`src/include/awti_pkg.sv`:
```
// Package: offsets, fields, resets and types of the wait/timeout block
package awti_pkg;
  // Register byte offsets
  localparam logic [7:0] OFS_WAIT_CFG = 8'h00;
  localparam logic [7:0] OFS_RAW      = 8'h04;
  localparam logic [7:0] OFS_MASKED   = 8'h08;
  localparam logic [7:0] OFS_EN_SET   = 8'h0C;
  localparam logic [7:0] OFS_EN_CLR   = 8'h10;
  localparam logic [7:0] OFS_CS_CTRL  = 8'h14;
  // Field positions
  localparam int unsigned POL_BIT  = 30;
  localparam int unsigned TA_LSB   = 8;
  localparam int unsigned TA_MSB   = 10;
  localparam int unsigned MW_LSB   = 0;
  localparam int unsigned MW_MSB   = 7;
  localparam int unsigned FLAG_BIT = 0;
  localparam int unsigned AE_BIT   = 28;
  // Reset values
  localparam logic       RST_POL = 1'b1;
  localparam logic [2:0] RST_TA  = 3'h3;
  localparam logic [7:0] RST_MW  = 8'h80;
  localparam logic       RST_AE  = 1'b0;
  // Timing
  localparam int unsigned WAIT_UNIT_SHIFT = 4;
  localparam logic [3:0]  TA_EXTRA_M1     = 4'h1;
  localparam int unsigned LIMIT_W         = 12;

  typedef struct packed {
    logic       ready_polarity;
    logic [2:0] turnaround_cycles;
    logic [7:0] max_extended_wait;
  } awti_cfg_t;

  typedef enum logic [1:0] {
    ST_IDLE   = 2'b00,
    ST_EXTEND = 2'b01,
    ST_TURN   = 2'b11
  } awti_state_t;
endpackage : awti_pkg

```
`src/design/awti_top.sv`:
```
// Async wait configuration, turnaround and ready timeout interrupt
module awti_top (
  // Clock and reset
  input  wire logic        pclk,
  input  wire logic        presetn,
  // APB slave
  input  wire logic        psel,
  input  wire logic        penable,
  input  wire logic        pwrite,
  input  wire logic [7:0]  paddr,
  input  wire logic [31:0] pwdata,
  output logic [31:0]      prdata,
  output logic             pready,
  output logic             pslverr,
  // Memory port sequencer
  input  wire logic        strobe_end,
  output logic             acc_grant,
  output logic             strobe_extend,
  output logic             acc_end,
  output logic             timeout_abort,
  // Pins and interrupt
  input  wire logic        async_ready_input,
  output logic             irq
);
  ////////////////////////////////////////////////////////////////////////
  awti_pkg::awti_cfg_t   cfg;
  awti_pkg::awti_state_t state;
  awti_pkg::awti_state_t next_state;
  logic                  ready_input_enable;
  logic                  timeout_raw_flag;
  logic                  timeout_masked_flag;
  logic                  irq_en;
  logic [awti_pkg::LIMIT_W-1:0] wait_count;
  logic [3:0]            turn_count;
  logic                  ready_level;
  logic                  timeout_pulse;

  ////////////////////////////////////////////////////////////////////////
  // Pin synchroniser
  // Ready comes from another clock domain, so it is filtered first
  awti_sync #(
    .RESET_VAL (1'b0)
  ) u_ready_sync (
    .pclk     (pclk),
    .presetn  (presetn),
    .async_in (async_ready_input),
    .level    (ready_level)
  );

  ////////////////////////////////////////////////////////////////////////
  // APB decode
  wire setup_ph  = psel && !penable;
  wire access_ph = psel && penable;
  wire wr_en     = access_ph && pwrite;
  wire hit_cfg   = (paddr == awti_pkg::OFS_WAIT_CFG);
  wire hit_raw   = (paddr == awti_pkg::OFS_RAW);
  wire hit_msk   = (paddr == awti_pkg::OFS_MASKED);
  wire hit_set   = (paddr == awti_pkg::OFS_EN_SET);
  wire hit_clr   = (paddr == awti_pkg::OFS_EN_CLR);
  wire hit_cs    = (paddr == awti_pkg::OFS_CS_CTRL);
  wire mapped    = hit_cfg || hit_raw || hit_msk || hit_set || hit_clr
                   || hit_cs;
  wire wbit      = pwdata[awti_pkg::FLAG_BIT];
  wire flag_clr  = wr_en && wbit && (hit_raw || hit_msk);
  wire en_set    = wr_en && wbit && hit_set;
  wire en_clr    = wr_en && wbit && hit_clr;

  // Zero-wait slave; read data is latched during the setup phase
  assign pready = 1'b1;

  wire [31:0] rd_cfg = {1'b0, cfg.ready_polarity, 19'h0,
                        cfg.turnaround_cycles, cfg.max_extended_wait};
  wire [31:0] rd_raw = {31'h0, timeout_raw_flag};
  wire [31:0] rd_msk = {31'h0, timeout_masked_flag};
  wire [31:0] rd_en  = {31'h0, irq_en};
  wire [31:0] rd_cs  = {3'h0, ready_input_enable, 28'h0};
  wire [31:0] rd_mux = hit_cfg ? rd_cfg :
                       hit_raw ? rd_raw :
                       hit_msk ? rd_msk :
                       (hit_set || hit_clr) ? rd_en :
                       hit_cs  ? rd_cs  : 32'h0;

  always_ff @(posedge pclk or negedge presetn) begin
    if (!presetn) begin
      prdata  <= 32'h0;
      pslverr <= 1'b0;
    end else if (setup_ph) begin
      prdata  <= pwrite ? 32'h0 : rd_mux;
      pslverr <= !mapped;
    end
  end

  ////////////////////////////////////////////////////////////////////////
  // Configuration registers
  always_ff @(posedge pclk or negedge presetn) begin
    if (!presetn) begin
      cfg.ready_polarity    <= awti_pkg::RST_POL;
      cfg.turnaround_cycles <= awti_pkg::RST_TA;
      cfg.max_extended_wait <= awti_pkg::RST_MW;
      ready_input_enable    <= awti_pkg::RST_AE;
    end else if (wr_en && hit_cfg) begin
      cfg.ready_polarity    <= pwdata[awti_pkg::POL_BIT];
      cfg.turnaround_cycles <= pwdata[awti_pkg::TA_MSB:awti_pkg::TA_LSB];
      cfg.max_extended_wait <= pwdata[awti_pkg::MW_MSB:awti_pkg::MW_LSB];
    end else if (wr_en && hit_cs) begin
      ready_input_enable    <= pwdata[awti_pkg::AE_BIT];
    end
  end

  ////////////////////////////////////////////////////////////////////////
  // Ready qualification
  wire ready_active = ready_input_enable
                      && (ready_level == cfg.ready_polarity);

  // Limit in cycles; field zero gives an immediate cut-off
  wire [awti_pkg::LIMIT_W-1:0] wait_limit =
    awti_pkg::LIMIT_W'({4'h0, cfg.max_extended_wait})
    << awti_pkg::WAIT_UNIT_SHIFT;
  wire [awti_pkg::LIMIT_W-1:0] wait_inc =
    awti_pkg::LIMIT_W'(wait_count + 1'b1);
  wire wait_over = (wait_inc >= wait_limit);
  wire turn_done = (turn_count ==
                    4'({1'b0, cfg.turnaround_cycles}) + awti_pkg::TA_EXTRA_M1);

  ////////////////////////////////////////////////////////////////////////
  // Access state machine
  // Strobe end counts only in idle; a late pulse cannot restart a turn
  wire start_ext = (state == awti_pkg::ST_IDLE) && strobe_end
                   && ready_active;
  wire end_plain = (state == awti_pkg::ST_IDLE) && strobe_end
                   && !ready_active;
  wire ext_release = (state == awti_pkg::ST_EXTEND) && !ready_active;
  assign timeout_pulse = (state == awti_pkg::ST_EXTEND) && ready_active
                         && wait_over;

  always_comb begin
    next_state = state;
    case (state)
      awti_pkg::ST_IDLE: begin
        if (start_ext) begin
          next_state = awti_pkg::ST_EXTEND;
        end else if (end_plain) begin
          next_state = awti_pkg::ST_TURN;
        end
      end
      awti_pkg::ST_EXTEND: begin
        if (ext_release || timeout_pulse) begin
          next_state = awti_pkg::ST_TURN;
        end
      end
      awti_pkg::ST_TURN: begin
        if (turn_done) begin
          next_state = awti_pkg::ST_IDLE;
        end
      end
      default: begin
        next_state = awti_pkg::ST_IDLE;
      end
    endcase
  end

  always_ff @(posedge pclk or negedge presetn) begin
    if (!presetn) begin
      state <= awti_pkg::ST_IDLE;
    end else begin
      state <= next_state;
    end
  end

  // Wait and turnaround counters
  always_ff @(posedge pclk or negedge presetn) begin
    if (!presetn) begin
      wait_count <= '0;
      turn_count <= 4'h0;
    end else begin
      wait_count <= (state == awti_pkg::ST_EXTEND) ? wait_inc : '0;
      turn_count <= (state == awti_pkg::ST_TURN) ?
                    4'(turn_count + 4'h1) : 4'h0;
    end
  end

  assign acc_grant     = (state == awti_pkg::ST_IDLE);
  assign strobe_extend = (state == awti_pkg::ST_EXTEND);
  assign acc_end       = end_plain || ext_release || timeout_pulse;
  assign timeout_abort = timeout_pulse;

  ////////////////////////////////////////////////////////////////////////
  // Interrupt flags; a timeout wins over a same-cycle clear
  always_ff @(posedge pclk or negedge presetn) begin
    if (!presetn) begin
      timeout_raw_flag    <= 1'b0;
      timeout_masked_flag <= 1'b0;
      irq_en              <= 1'b0;
    end else begin
      if (timeout_pulse) begin
        timeout_raw_flag <= 1'b1;
      end else if (flag_clr) begin
        timeout_raw_flag <= 1'b0;
      end
      if (timeout_pulse && irq_en) begin
        timeout_masked_flag <= 1'b1;
      end else if (flag_clr) begin
        timeout_masked_flag <= 1'b0;
      end
      if (en_set) begin
        irq_en <= 1'b1;
      end else if (en_clr) begin
        irq_en <= 1'b0;
      end
    end
  end

  // Disabling gates the request at once without losing the flag
  assign irq = timeout_masked_flag && irq_en;

  // Grant-less cycles since the last access ended, for the gap check only
  logic [3:0] gap_cnt;
  always_ff @(posedge pclk or negedge presetn) begin
    if (!presetn) begin
      gap_cnt <= 4'h0;
    end else if (acc_end) begin
      gap_cnt <= 4'h0;
    end else if (!acc_grant) begin
      gap_cnt <= 4'(gap_cnt + 4'h1);
    end
  end
endmodule : awti_top

```
`src/design/awti_sync.sv`:
```
// Three-flop pin synchroniser with agreement filter
module awti_sync #(
  parameter logic RESET_VAL = 1'b0
) (
  // Clock and reset
  input  wire logic pclk,
  input  wire logic presetn,
  // Pin and filtered level
  input  wire logic async_in,
  output logic      level
);
  logic s1;
  logic s2;
  logic s3;
  wire  agree = (s2 == s3);

  always_ff @(posedge pclk or negedge presetn) begin
    if (!presetn) begin
      s1    <= 1'b0;
      s2    <= 1'b0;
      s3    <= 1'b0;
      level <= RESET_VAL;
    end else begin
      s1 <= async_in;
      s2 <= s1;
      s3 <= s2;
      // Glitch shorter than one cycle never reaches level
      if (agree) begin
        level <= s3;
      end
    end
  end
endmodule : awti_sync

```
`config.mk`:
```
export PLATFORM = sky130hd
export DESIGN_NAME = awti_top
export DESIGN_NICKNAME = d
export VERILOG_FILES = /design/src/include/awti_pkg.sv /design/src/design/awti_top.sv /design/src/design/awti_sync.sv
export SDC_FILE = /design/constraint.sdc
export NUM_CORES = 1
export LEC_CHECK = 0
export ABC_AREA = 0
export BUFFER_PORTS_ARGS = -buffer_cell sky130_fd_sc_hd__buf_2
export CAP_MARGIN = 20
export CORE_ASPECT_RATIO = 0.5
export CORE_MARGIN = 2
export CORE_UTILIZATION = 46
export DETAILED_ROUTE_END_ITERATION = 8
export GPL_TIMING_DRIVEN = 1
export PLACE_DENSITY = 0.88
export SLEW_MARGIN = 10
export SYNTH_ARGS = -nofsm -noshare
export SYNTH_HDL_FRONTEND = slang
export SYNTH_SLANG_ARGS = --single-unit
```
`constraint.sdc`:
```
create_clock -name pclk -period 2.55 [get_ports pclk]
set_input_delay 0.51 -clock pclk [delete_from_list [all_inputs] [get_ports pclk]]
set_output_delay 0.51 -clock pclk [all_outputs]
set_load 0.02 [all_outputs]
```
* Yosys cells after proc, flatten, opt, wreduce, memory -nomap -nowiden *
Index checks and enable logic that the tools add are counted.

cells by class
  add/sub/neg operators = 3
  $mul = 0
  div/mod/pow operators = 0
  magnitude comparators = 1
  eq/ne operators = 13
  shifts and indexed selects = 0
  multiplexer cells = 18
  bitwise gates (word level) = 1
  reduce and logical (&&, ||, !) cells = 38

operators with widths
  operator                                       count
  2-to-1 mux 29 bit                              4
  2-to-1 mux 31 bit                              2
  logical AND 1 bit                              18
  == test 8 x 4 -> 1 bit, second input constant  2
  == test 8 x 5 -> 1 bit, second input constant  2
  adder 12 x 1 -> 12 bit, second input constant  1
  >= comparator 12 bit                           1
  2-to-1 mux 12 bit                              1
  logical OR 1 bit                               10
  == test 8 x 3 -> 1 bit, second input constant  1
  zero test 8 bit                                1
  2-to-1 mux 2 bit                               4
  case mux 2 bit (3 select lines)                1
  nonzero test 2 bit                             3
  2-to-1 mux 1 bit                               5
  adder 3 x 1 -> 4 bit, second input constant    1
  adder 4 x 1 -> 4 bit, second input constant    1
  == test 4 bit                                  1
  2-to-1 mux 4 bit                               1
  zero test 1 bit                                3
  != test 3 x 1 -> 1 bit, second input constant  1
  AND reduction 3 bit                            1
  == test 1 bit                                  2
  == test 2 x 1 -> 1 bit, second input constant  1
  6 further kinds                                6

storage, ports and cells
  bits in registers = 71
  latch bits = 0
  RAM bits = 0
  bits in read-only memories = 0
  input port bits = 47
  output and inout bits = 39
  logic and storage cells = 90
  memories = 0

* Depth between registers and ports, before layout *
Gate-level depths: netlist of the first run.

  depth after elaboration = 7
  depth in mapped cells = 10
  depth with buffers taken out = 10

* By module *
A second synthesis of the first run with hierarchy kept.

second synthesis, totals
  cell total of the unflattened synthesis = 251
  area, all modules = 2610.0 µm²

modules (own cells, without submodules)
  module     instances  cells an instance  area an instance (µm²)  sequential area each (µm²)
  awti_top   1          246                2498.6                  1206.2
  awti_sync  1          5                  111.4                   100.1

* Worst setup path before layout of the first run *
No wires, ideal clock.

  kind = register to output
  start point = reg wait_count[2] (netlist bit)
  end point = out acc_end
  data arrival time = 2.289 ns
  data required time = 2.040 ns
  setup slack = -0.249 ns
  stages on the path, launching flop included = 11
  path buffers = 0
  cells stage by stage = dfrtp_1 nand3_2 nor3_2 nand3_1 xnor2_2 ha_1 nand4_1 nor3_1 o2bb2ai_1 nor3_1 nor3_1

between the ends
  cells in the longest elaborated chain, start to end = 4

RTL lines
  item                    line             RTL
  start, declared         awti_top.sv:33   logic [awti_pkg::LIMIT_W-1:0] wait_count;
  start signal, assigned  awti_top.sv:176  wait_count <= (state == awti_pkg::ST_EXTEND) ? wait_inc : '0;
  adder 12 x 1 -> 12 bit  awti_top.sv:120  awti_pkg::LIMIT_W'(wait_count + 1'b1);
  >= comparator 12 bit    awti_top.sv:121  wire wait_over = (wait_inc >= wait_limit);
  logical AND 1 bit       awti_top.sv:134  && wait_over;
  logical OR 1 bit        awti_top.sv:184  assign acc_end = end_plain || ext_release || timeout_pulse;
  end, declared           awti_top.sv:19   output logic acc_end,

No other way between the ends.

* Final worst setup path of the first run *
  start point = reg wait_count[3] (netlist bit)
  end point = out acc_end

The elaborated chain is that of the path after synthesis.

==> results of run 1 <==
logic make-up (layout without fill, tap and decap cells):
group	Yosys count	after routing
simple gates	70	70
flops	52	52
buf+inv	38	91
compound gates	35	35
xor+xnor	19	19
mux	13	13
fa+ha+maj	12	12
other cells	2	20
through the flow:
stage	setup TNS (ps)	utilization, %	worst slack [ps]	instance area (µm²)	hold WS, ps
floorplan	-49.5	-	-49.5	2770	214
global placement	-391	55.3	-198	3080	335
detailed placement	-611	55.3	-286	3080	344
CTS	-1120	59.0	-540	3280	326
global route	-1840	60.0	-643	3340	330
finish	-1530	60.0	-575	3340	329
report_power, final:
group / switching (W) / internal, W
clock: 0.000286 / 0.000418
sequential: 0.0000779 / 0.000879
combinational: 0.000245 / 0.000164
path summary, 6_finish.rpt:
kind	from	end	slack (ps)	cells past startpoint
hold reg to reg	u_ready_sync.s1$_DFF_PN0_	u_ready_sync.s2$_DFF_PN0_	360	0
setup / recovery	wait_count[3]$_DFF_PN0_	acc_end	-580	11
min in group asynchronous	presetn	prdata[10]$_DFFE_PN0P_	360	1
hold / removal	async_ready_input	u_ready_sync.s1$_DFF_PN0_	330	1
max in group asynchronous	presetn	irq_en$_DFFE_PN0P_	1550	2
setup reg to reg	wait_count[3]$_DFF_PN0_	timeout_masked_flag$_DFFE_PN0P_	-220	13
registers in the layout (all words and copies together) (netlist names):
signal and flops:
prdata 13, cfg 12, wait_count 12, turn_count 4
state 2, irq_en 1, pslverr 1, ready_input_enable 1
timeout_masked_flag 1, timeout_raw_flag 1, u_ready_sync.level 1, u_ready_sync.s1 1
u_ready_sync.s2 1, u_ready_sync.s3 1
cells in the final DEF, fill, tap and decap left out, types with 2 or more instances in the layout:
master / netlist / final
dfrtp_1: 48 / 48
buf_2: 2 / 44
buf_4: 20 / 23
conb_1: 2 / 20
nor2_1: 17 / 16
inv_1: 14 / 14
a22o_1: 13 / 13
and2_1: 11 / 11
mux2_4: 10 / 10
ha_1: 11 / 10
nand3_1: 13 / 9
xor2_1: 9 / 9
nand2_1: 8 / 8
a21oi_1: 9 / 8
xnor2_1: 8 / 7
nand3_2: 2 / 5
clkbuf_16: 0 / 5
and3_1: 4 / 4
dfstp_2: 4 / 4
xnor2_2: 2 / 3
nor3_2: 2 / 3
o21ai_0: 4 / 3
mux2_2: 3 / 3
nor3_4: 0 / 2
nand2b_1: 2 / 2
nor2_2: 1 / 2
nand4_1: 2 / 2
clkbuf_8: 0 / 2
buf_6: 1 / 2
metal layers:
metal	vias up	track usage (%)	part of all wire, %
met5	-	0	0
met4	0	7.67	4.2
met3	27	3.56	5.5
met2	104	38.8	50
met1	1052	25.5	40
li1	928	-	-
timing repair:
| item | CTS | global route |
|---|---|---|
| hold buffers | 0 | 0 |
| pin swaps | 5 | 10 |
| resized for setup | 10 | 8 |
| buffers inserted | 0 | 2 |
| cloned | 0 | 0 |
| setup endpoints to repair | 4 | 5 |
worst register-to-register path: stages, from the launching register on:
cell and delay, ps:
dfrtp_1 400, nand3_4 110, buf_4 150, nor2_1 150, xor2_1 230, ha_1 310
a21oi_2 160, o221a_2 240, o2bb2ai_2 90, buf_4 140, o21a_4 200, buf_4 140
buf_4 130, a22o_1 200
final cells by class:
class                   count  area [µm²]
fillers                   396        2220
multi-input cells         169        1320
flip-flops and latches     52        1310
repair buffers             69         415
clock buffers               8         156
well taps                  73        91.3
inverters                  14        52.6
==> flow_summary.json, run 1 <==
{
  "outcome": "complete, but fails checks",
  "failed_checks": "setup timing",
  "ys_seq_area_share_pct": 48.6,
  "drive_gt1_share_pct": 37.2,
  "worst-path-buf-inv": 2,
  "synth_compound_area_share_pct": 9.54,
  "vias": 2111,
  "crit_path_cell_trace": "nand3_4, buf_4, nor2_1, xor2_1, ha_1, a21oi_2, o221a_2, o2bb2ai_2, nor3_2, nor3_4, buf_6",
  "path_delay_family": "simple AND/OR/NAND/NOR gates",
  "overflow": 0,
  "synth.top_cells.by_area": "dfrtp_1 45%, buf_4 5.6%, mux2_4 5.6%, ha_1 5.1%, a22o_1 4.2%",
  "worst_pin_slew_ps": 943,
  "async_flop_share_pct": 100,
  "postRouteWirelength_um": 6790,
  "synth.distinct_cells": 42,
  "clockBufferDepth": 2,
  "ys.flop_type": "dfrtp_1",
  "synth_xor_area_share_pct": 6.75,
  "slew_headroom_pct": 37.1,
  "start_kind": "flip-flop",
  "finalHoldViolations": 0,
  "cts_tree": "done",
  "synth.mux.area_fraction_pct": 6.84,
  "power_leakage_nw": 1.74,
  "synth_edf_count": 0,
  "totalPowerFinal_w": 0.00207,
  "fin_ws_ps": -575,
  "final_antenna_net_count": 0,
  "instances_no_fill": 385,
  "synthAdderAreaFrac_pct": 5.49,
  "wl_per_cell_um": 17.6,
  "clk_transition_reported_paths_ps": 70,
  "yosys.area.top_type": "dfrtp_1",
  "drcViolationCount": 0,
  "numClockSinks": 52,
  "grt_max_degree": 46,
  "die_h_um": 58.1,
  "path_class": "reg -> out",
  "min_path_type": "in -> reg",
  "initial_core_util_pct": 48.3,
  "rows": 19,
  "max_freq_mhz": 320,
  "antenna_found_initial": 0,
  "max_cap_viol_count": 0,
  "end_kind": "primary output",
  "cp_data_required_time_ps": 2040,
  "syn_to_final_growth_pct": 24.2,
  "crit_slowest_cell": "dfrtp_1",
  "drt_first_pass_iters": 4,
  "port_buffers": 46,
  "path_max_fanout": 3,
  "via_per_inst": 5.48,
  "setup_violations": 4,
  "grt_pass1_vias": 2139,
  "ioPinCount": 86,
  "dp.cells": 375,
  "root_buffer": "clkbuf_16",
  "syn_area_um2": 2690,
  "htreeDepth": 2,
  "cpPeakStageDelay_ps": 400,
  "grt.total_usage_pct": 21.0,
  "die_w_um": 112,
  "finalNetCount": 369,
  "ys_warn_count": 0,
  "insertion_delay_ps": 290,
  "critPathArrivalTime_ps": 2620,
  "synthDominantCellAreaShare_pct": 44.7,
  "netlist_instances": 241,
  "drt_iter0_drc": 159,
  "slew_viol_final": 0,
  "dieArea_um2": 6510,
  "synth-simple-area-share_pct": 14.1,
  "synth_seq_cells": 52,
  "postSynthAreaPerCell_um2": 11.2,
  "rsz0062_at_grt": "true",
  "diodes": 0,
  "synth_most_common_cell": "dfrtp_1",
  "coreArea_um2": 5560,
  "period_share_pct": 123,
  "min_period_ps": 3130,
  "gp_congestion": 0.800,
  "ir_worst_vdd_uv": 322,
  "synthTopCellsByCount": "48 x dfrtp_1, 20 x buf_4, 17 x nor2_1, 14 x inv_1",
  "dpl.hpwl_um": 4430,
  "power_density_nw_per_um2": 620,
  "grt_pass1_wl_um": 10600,
  "finClkSkew_ps": 11.2,
  "synth_top_family_by_area": "simple AND/OR/NAND/NOR gates",
  "numCtsBuffers": 5
}
Note: power is estimated with default switching activity, not from simulation.
==> run 2, diff against run 1 <==
Settings changed: CORE_UTILIZATION 46 to 51, PLACE_DENSITY 0.88 to 0.92, TNS_END_PERCENT set to 5.
Clock period 2.55 ns to 3.3 ns, I/O delays scaled along.
==> run 2 against run 1 <==
Net effect: the flow still finishes with violations (setup timing); via count is 1.8% lower; total power is 35% lower; highest routed layer unchanged; core utilization is 3.3 points higher; critical path type unchanged; largest cell class unchanged; non-clock buffer count is 11 lower; critical endpoint unchanged; worst setup slack better by 510 ps.
==> flow_summary.json, run 2 (synthesis gave the netlist of run 1 again) <==
{
  "timing.setup.tns_ps": -74.1,
  "top_regs": "prdata: 13 flops, cfg: 12 flops, wait_count: 12 flops",
  "outcome": "complete, but fails checks",
  "initial_core_util_pct": 53.8,
  "rows": 18,
  "crit_slowest_cell": "dfrtp_1",
  "r2r_end": "timeout_masked_flag$_DFFE_PN0P_",
  "ff2ff_setup_slack_ps": 780,
  "max_freq_mhz": 298,
  "cts_tree": "done",
  "worst_pin_slew_ps": 694,
  "min_path_type": "reg -> reg",
  "insertion_delay_ps": 290,
  "power_density_nw_per_um2": 426,
  "path_delay_family": "simple AND/OR/NAND/NOR gates",
  "end_kind": "primary output",
  "ioPinCount": 86,
  "port_buffers": 46,
  "clk_transition_reported_paths_ps": 90,
  "fin_ws_ps": -60.4,
  "cpPeakStageDelay_ps": 440,
  "ir_worst_vdd_uv": 210,
  "min_period_ps": 3360,
  "setup_violations": 2,
  "final_antenna_net_count": 0,
  "layout_commonest_cell": "dfrtp_1",
  "max_cap_viol_count": 0,
  "power_leakage_nw": 1.62,
  "largest_reg_flops": 13,
  "drive_gt1_share_pct": 34.6,
  "vias": 2074,
  "via_per_inst": 5.59,
  "slew_headroom_pct": 53.7,
  "grt_max_degree": 53,
  "rsz0062_at_grt": "true",
  "timing.rr.start": "wait_count[4]$_DFF_PN0_",
  "top_register": "prdata",
  "overflow": 0,
  "critPathArrivalTime_ps": 2700,
  "finalHoldViolations": 0,
  "start_kind": "flip-flop",
  "root_buffer": "clkbuf_8",
  "grt.total_usage_pct": 21.2,
  "clockBufferDepth": 2,
  "coreArea_um2": 5000,
  "hold_depth": 0,
  "grt_pass1_wl_um": 9810,
  "cp_data_required_time_ps": 2640,
  "drt_first_pass_iters": 5,
  "worstRegToRegCells": 9,
  "diodes": 0,
  "syn_to_final_growth_pct": 17.6,
  "path_max_fanout": 4,
  "drcViolationCount": 0,
  "numCtsBuffers": 5,
  "antenna_found_initial": 0,
  "numClockSinks": 52,
  "min_from": "u_ready_sync.s1$_DFF_PN0_",
  "finalNetCount": 358,
  "grt_pass1_vias": 2054,
  "dpl.hpwl_um": 4130,
  "dieArea_um2": 5900,
  "crit_path_cell_trace": "nand3_4, nor3_4, nand3_1, xnor2_1, ha_1, a21oi_1, o21ai_0, nor3_2, nor3_1, buf_2",
  "gp_congestion": 0.848,
  "failed_checks": "setup timing",
  "finClkSkew_ps": 6.79,
  "htreeDepth": 2,
  "hold-path-endpoint": "u_ready_sync.s2$_DFF_PN0_",
  "slew_viol_final": 0,
  "drt_iter0_drc": 152,
  "postRouteWirelength_um": 6620,
  "worst-path-buf-inv": 1,
  "die_w_um": 107,
  "pre_cts_ws_ps": 231,
  "wl_per_cell_um": 17.9,
  "mostFrequentLayoutCells": "46 x dfrtp_1, 45 x buf_2, 20 x conb_1",
  "period_share_pct": 102,
  "cts-hold-fix-buffers": 0,
  "die_h_um": 55.3,
  "path_class": "reg -> out"
}
[run 2: changes by cell type in the layout (fill, tap and decap cells not counted), sizes merged]
cell,previous run,this run
buf,69,58
[run 2: worst max path at each step]
stage / startpoint / end / slack [ps] / depth (start not counted)
3_3_place_gp: wait_count[0]$_DFF_PN0_ / acc_end / 300 / 11
5_1_grt: wait_count[7]$_DFF_PN0_ / acc_end / -140 / 10
3_5_place_dp: wait_count[2]$_DFF_PN0_ / acc_end / 230 / 11
6_report: wait_count[4]$_DFF_PN0_ / acc_end / -60 / 10
2_1_floorplan: wait_count[2]$_DFF_PN0_ / acc_end / 350 / 10
4_1_cts: wait_count[4]$_DFF_PN0_ / acc_end / 20 / 11
[run 2: metal layers]
| layer | GRT usage, % | wire length (µm) | up-vias |
|---|---|---|---|
| li1 | - | - | 907 |
| met1 | 26.0 | 2610 | 1017 |
| met2 | 36.4 | 3250 | 118 |
| met3 | 4.25 | 462 | 32 |
| met4 | 9.46 | 308 | 0 |
| met5 | 0 | 0 | - |
[run 2: worst register-to-register path, delay by kind of cell, from the launching register on]
family                   cells  cell delay (ps)
XOR/XNOR                     1              280
AND/OR/NAND/NOR              3              460
flip-flops                   1              440
AO/OA/AOI/OAI                4              910
adder cells (fa/ha/maj)      1              320
[run 2: power by group]
group | total, W | internal [W] | switching [W]
Combinational | 0.000263 | 0.0000949 | 0.000168
Clock | 0.000346 | 0.000151 | 0.000195
Sequential | 0.000740 | 0.000680 | 0.0000592
Total | 0.00135 | 0.000927 | 0.000422
[run 2: per-stage QoR]
| stage | power (W) | hold WS [ps] | utilization, % | area, µm² | std cells |
|---|---|---|---|---|---|
| finish | 0.00135 | 354 | 63.3 | 3160 | 371 |
| global route | 0.00142 | 377 | 63.3 | 3160 | 371 |
| CTS | 0.00132 | 356 | 60.9 | 3040 | 363 |
| detailed placement | 0.000981 | 337 | 58.0 | 2900 | 351 |
| global placement | 0.000964 | 333 | 58.0 | 2900 | 351 |
| floorplan | 0.000900 | 331 | - | 2760 | 259 |
[run 2: repair_timing]
action | in CTS | in global routing
pin swaps | 1 | 9
resized for setup | 7 | 11
setup endpoints to repair | 2 | 2
buffers inserted | 4 | 8
[run 2: final cells by class]
cell class	instances	area (µm²)
Inverter	14	52.6
Tap cell	70	87.6
Fill cell	357	1840
Clock buffer	8	80.1
Multi-Input combinational cell	169	1310
Timing Repair Buffer	58	323
Sequential cell	52	1310
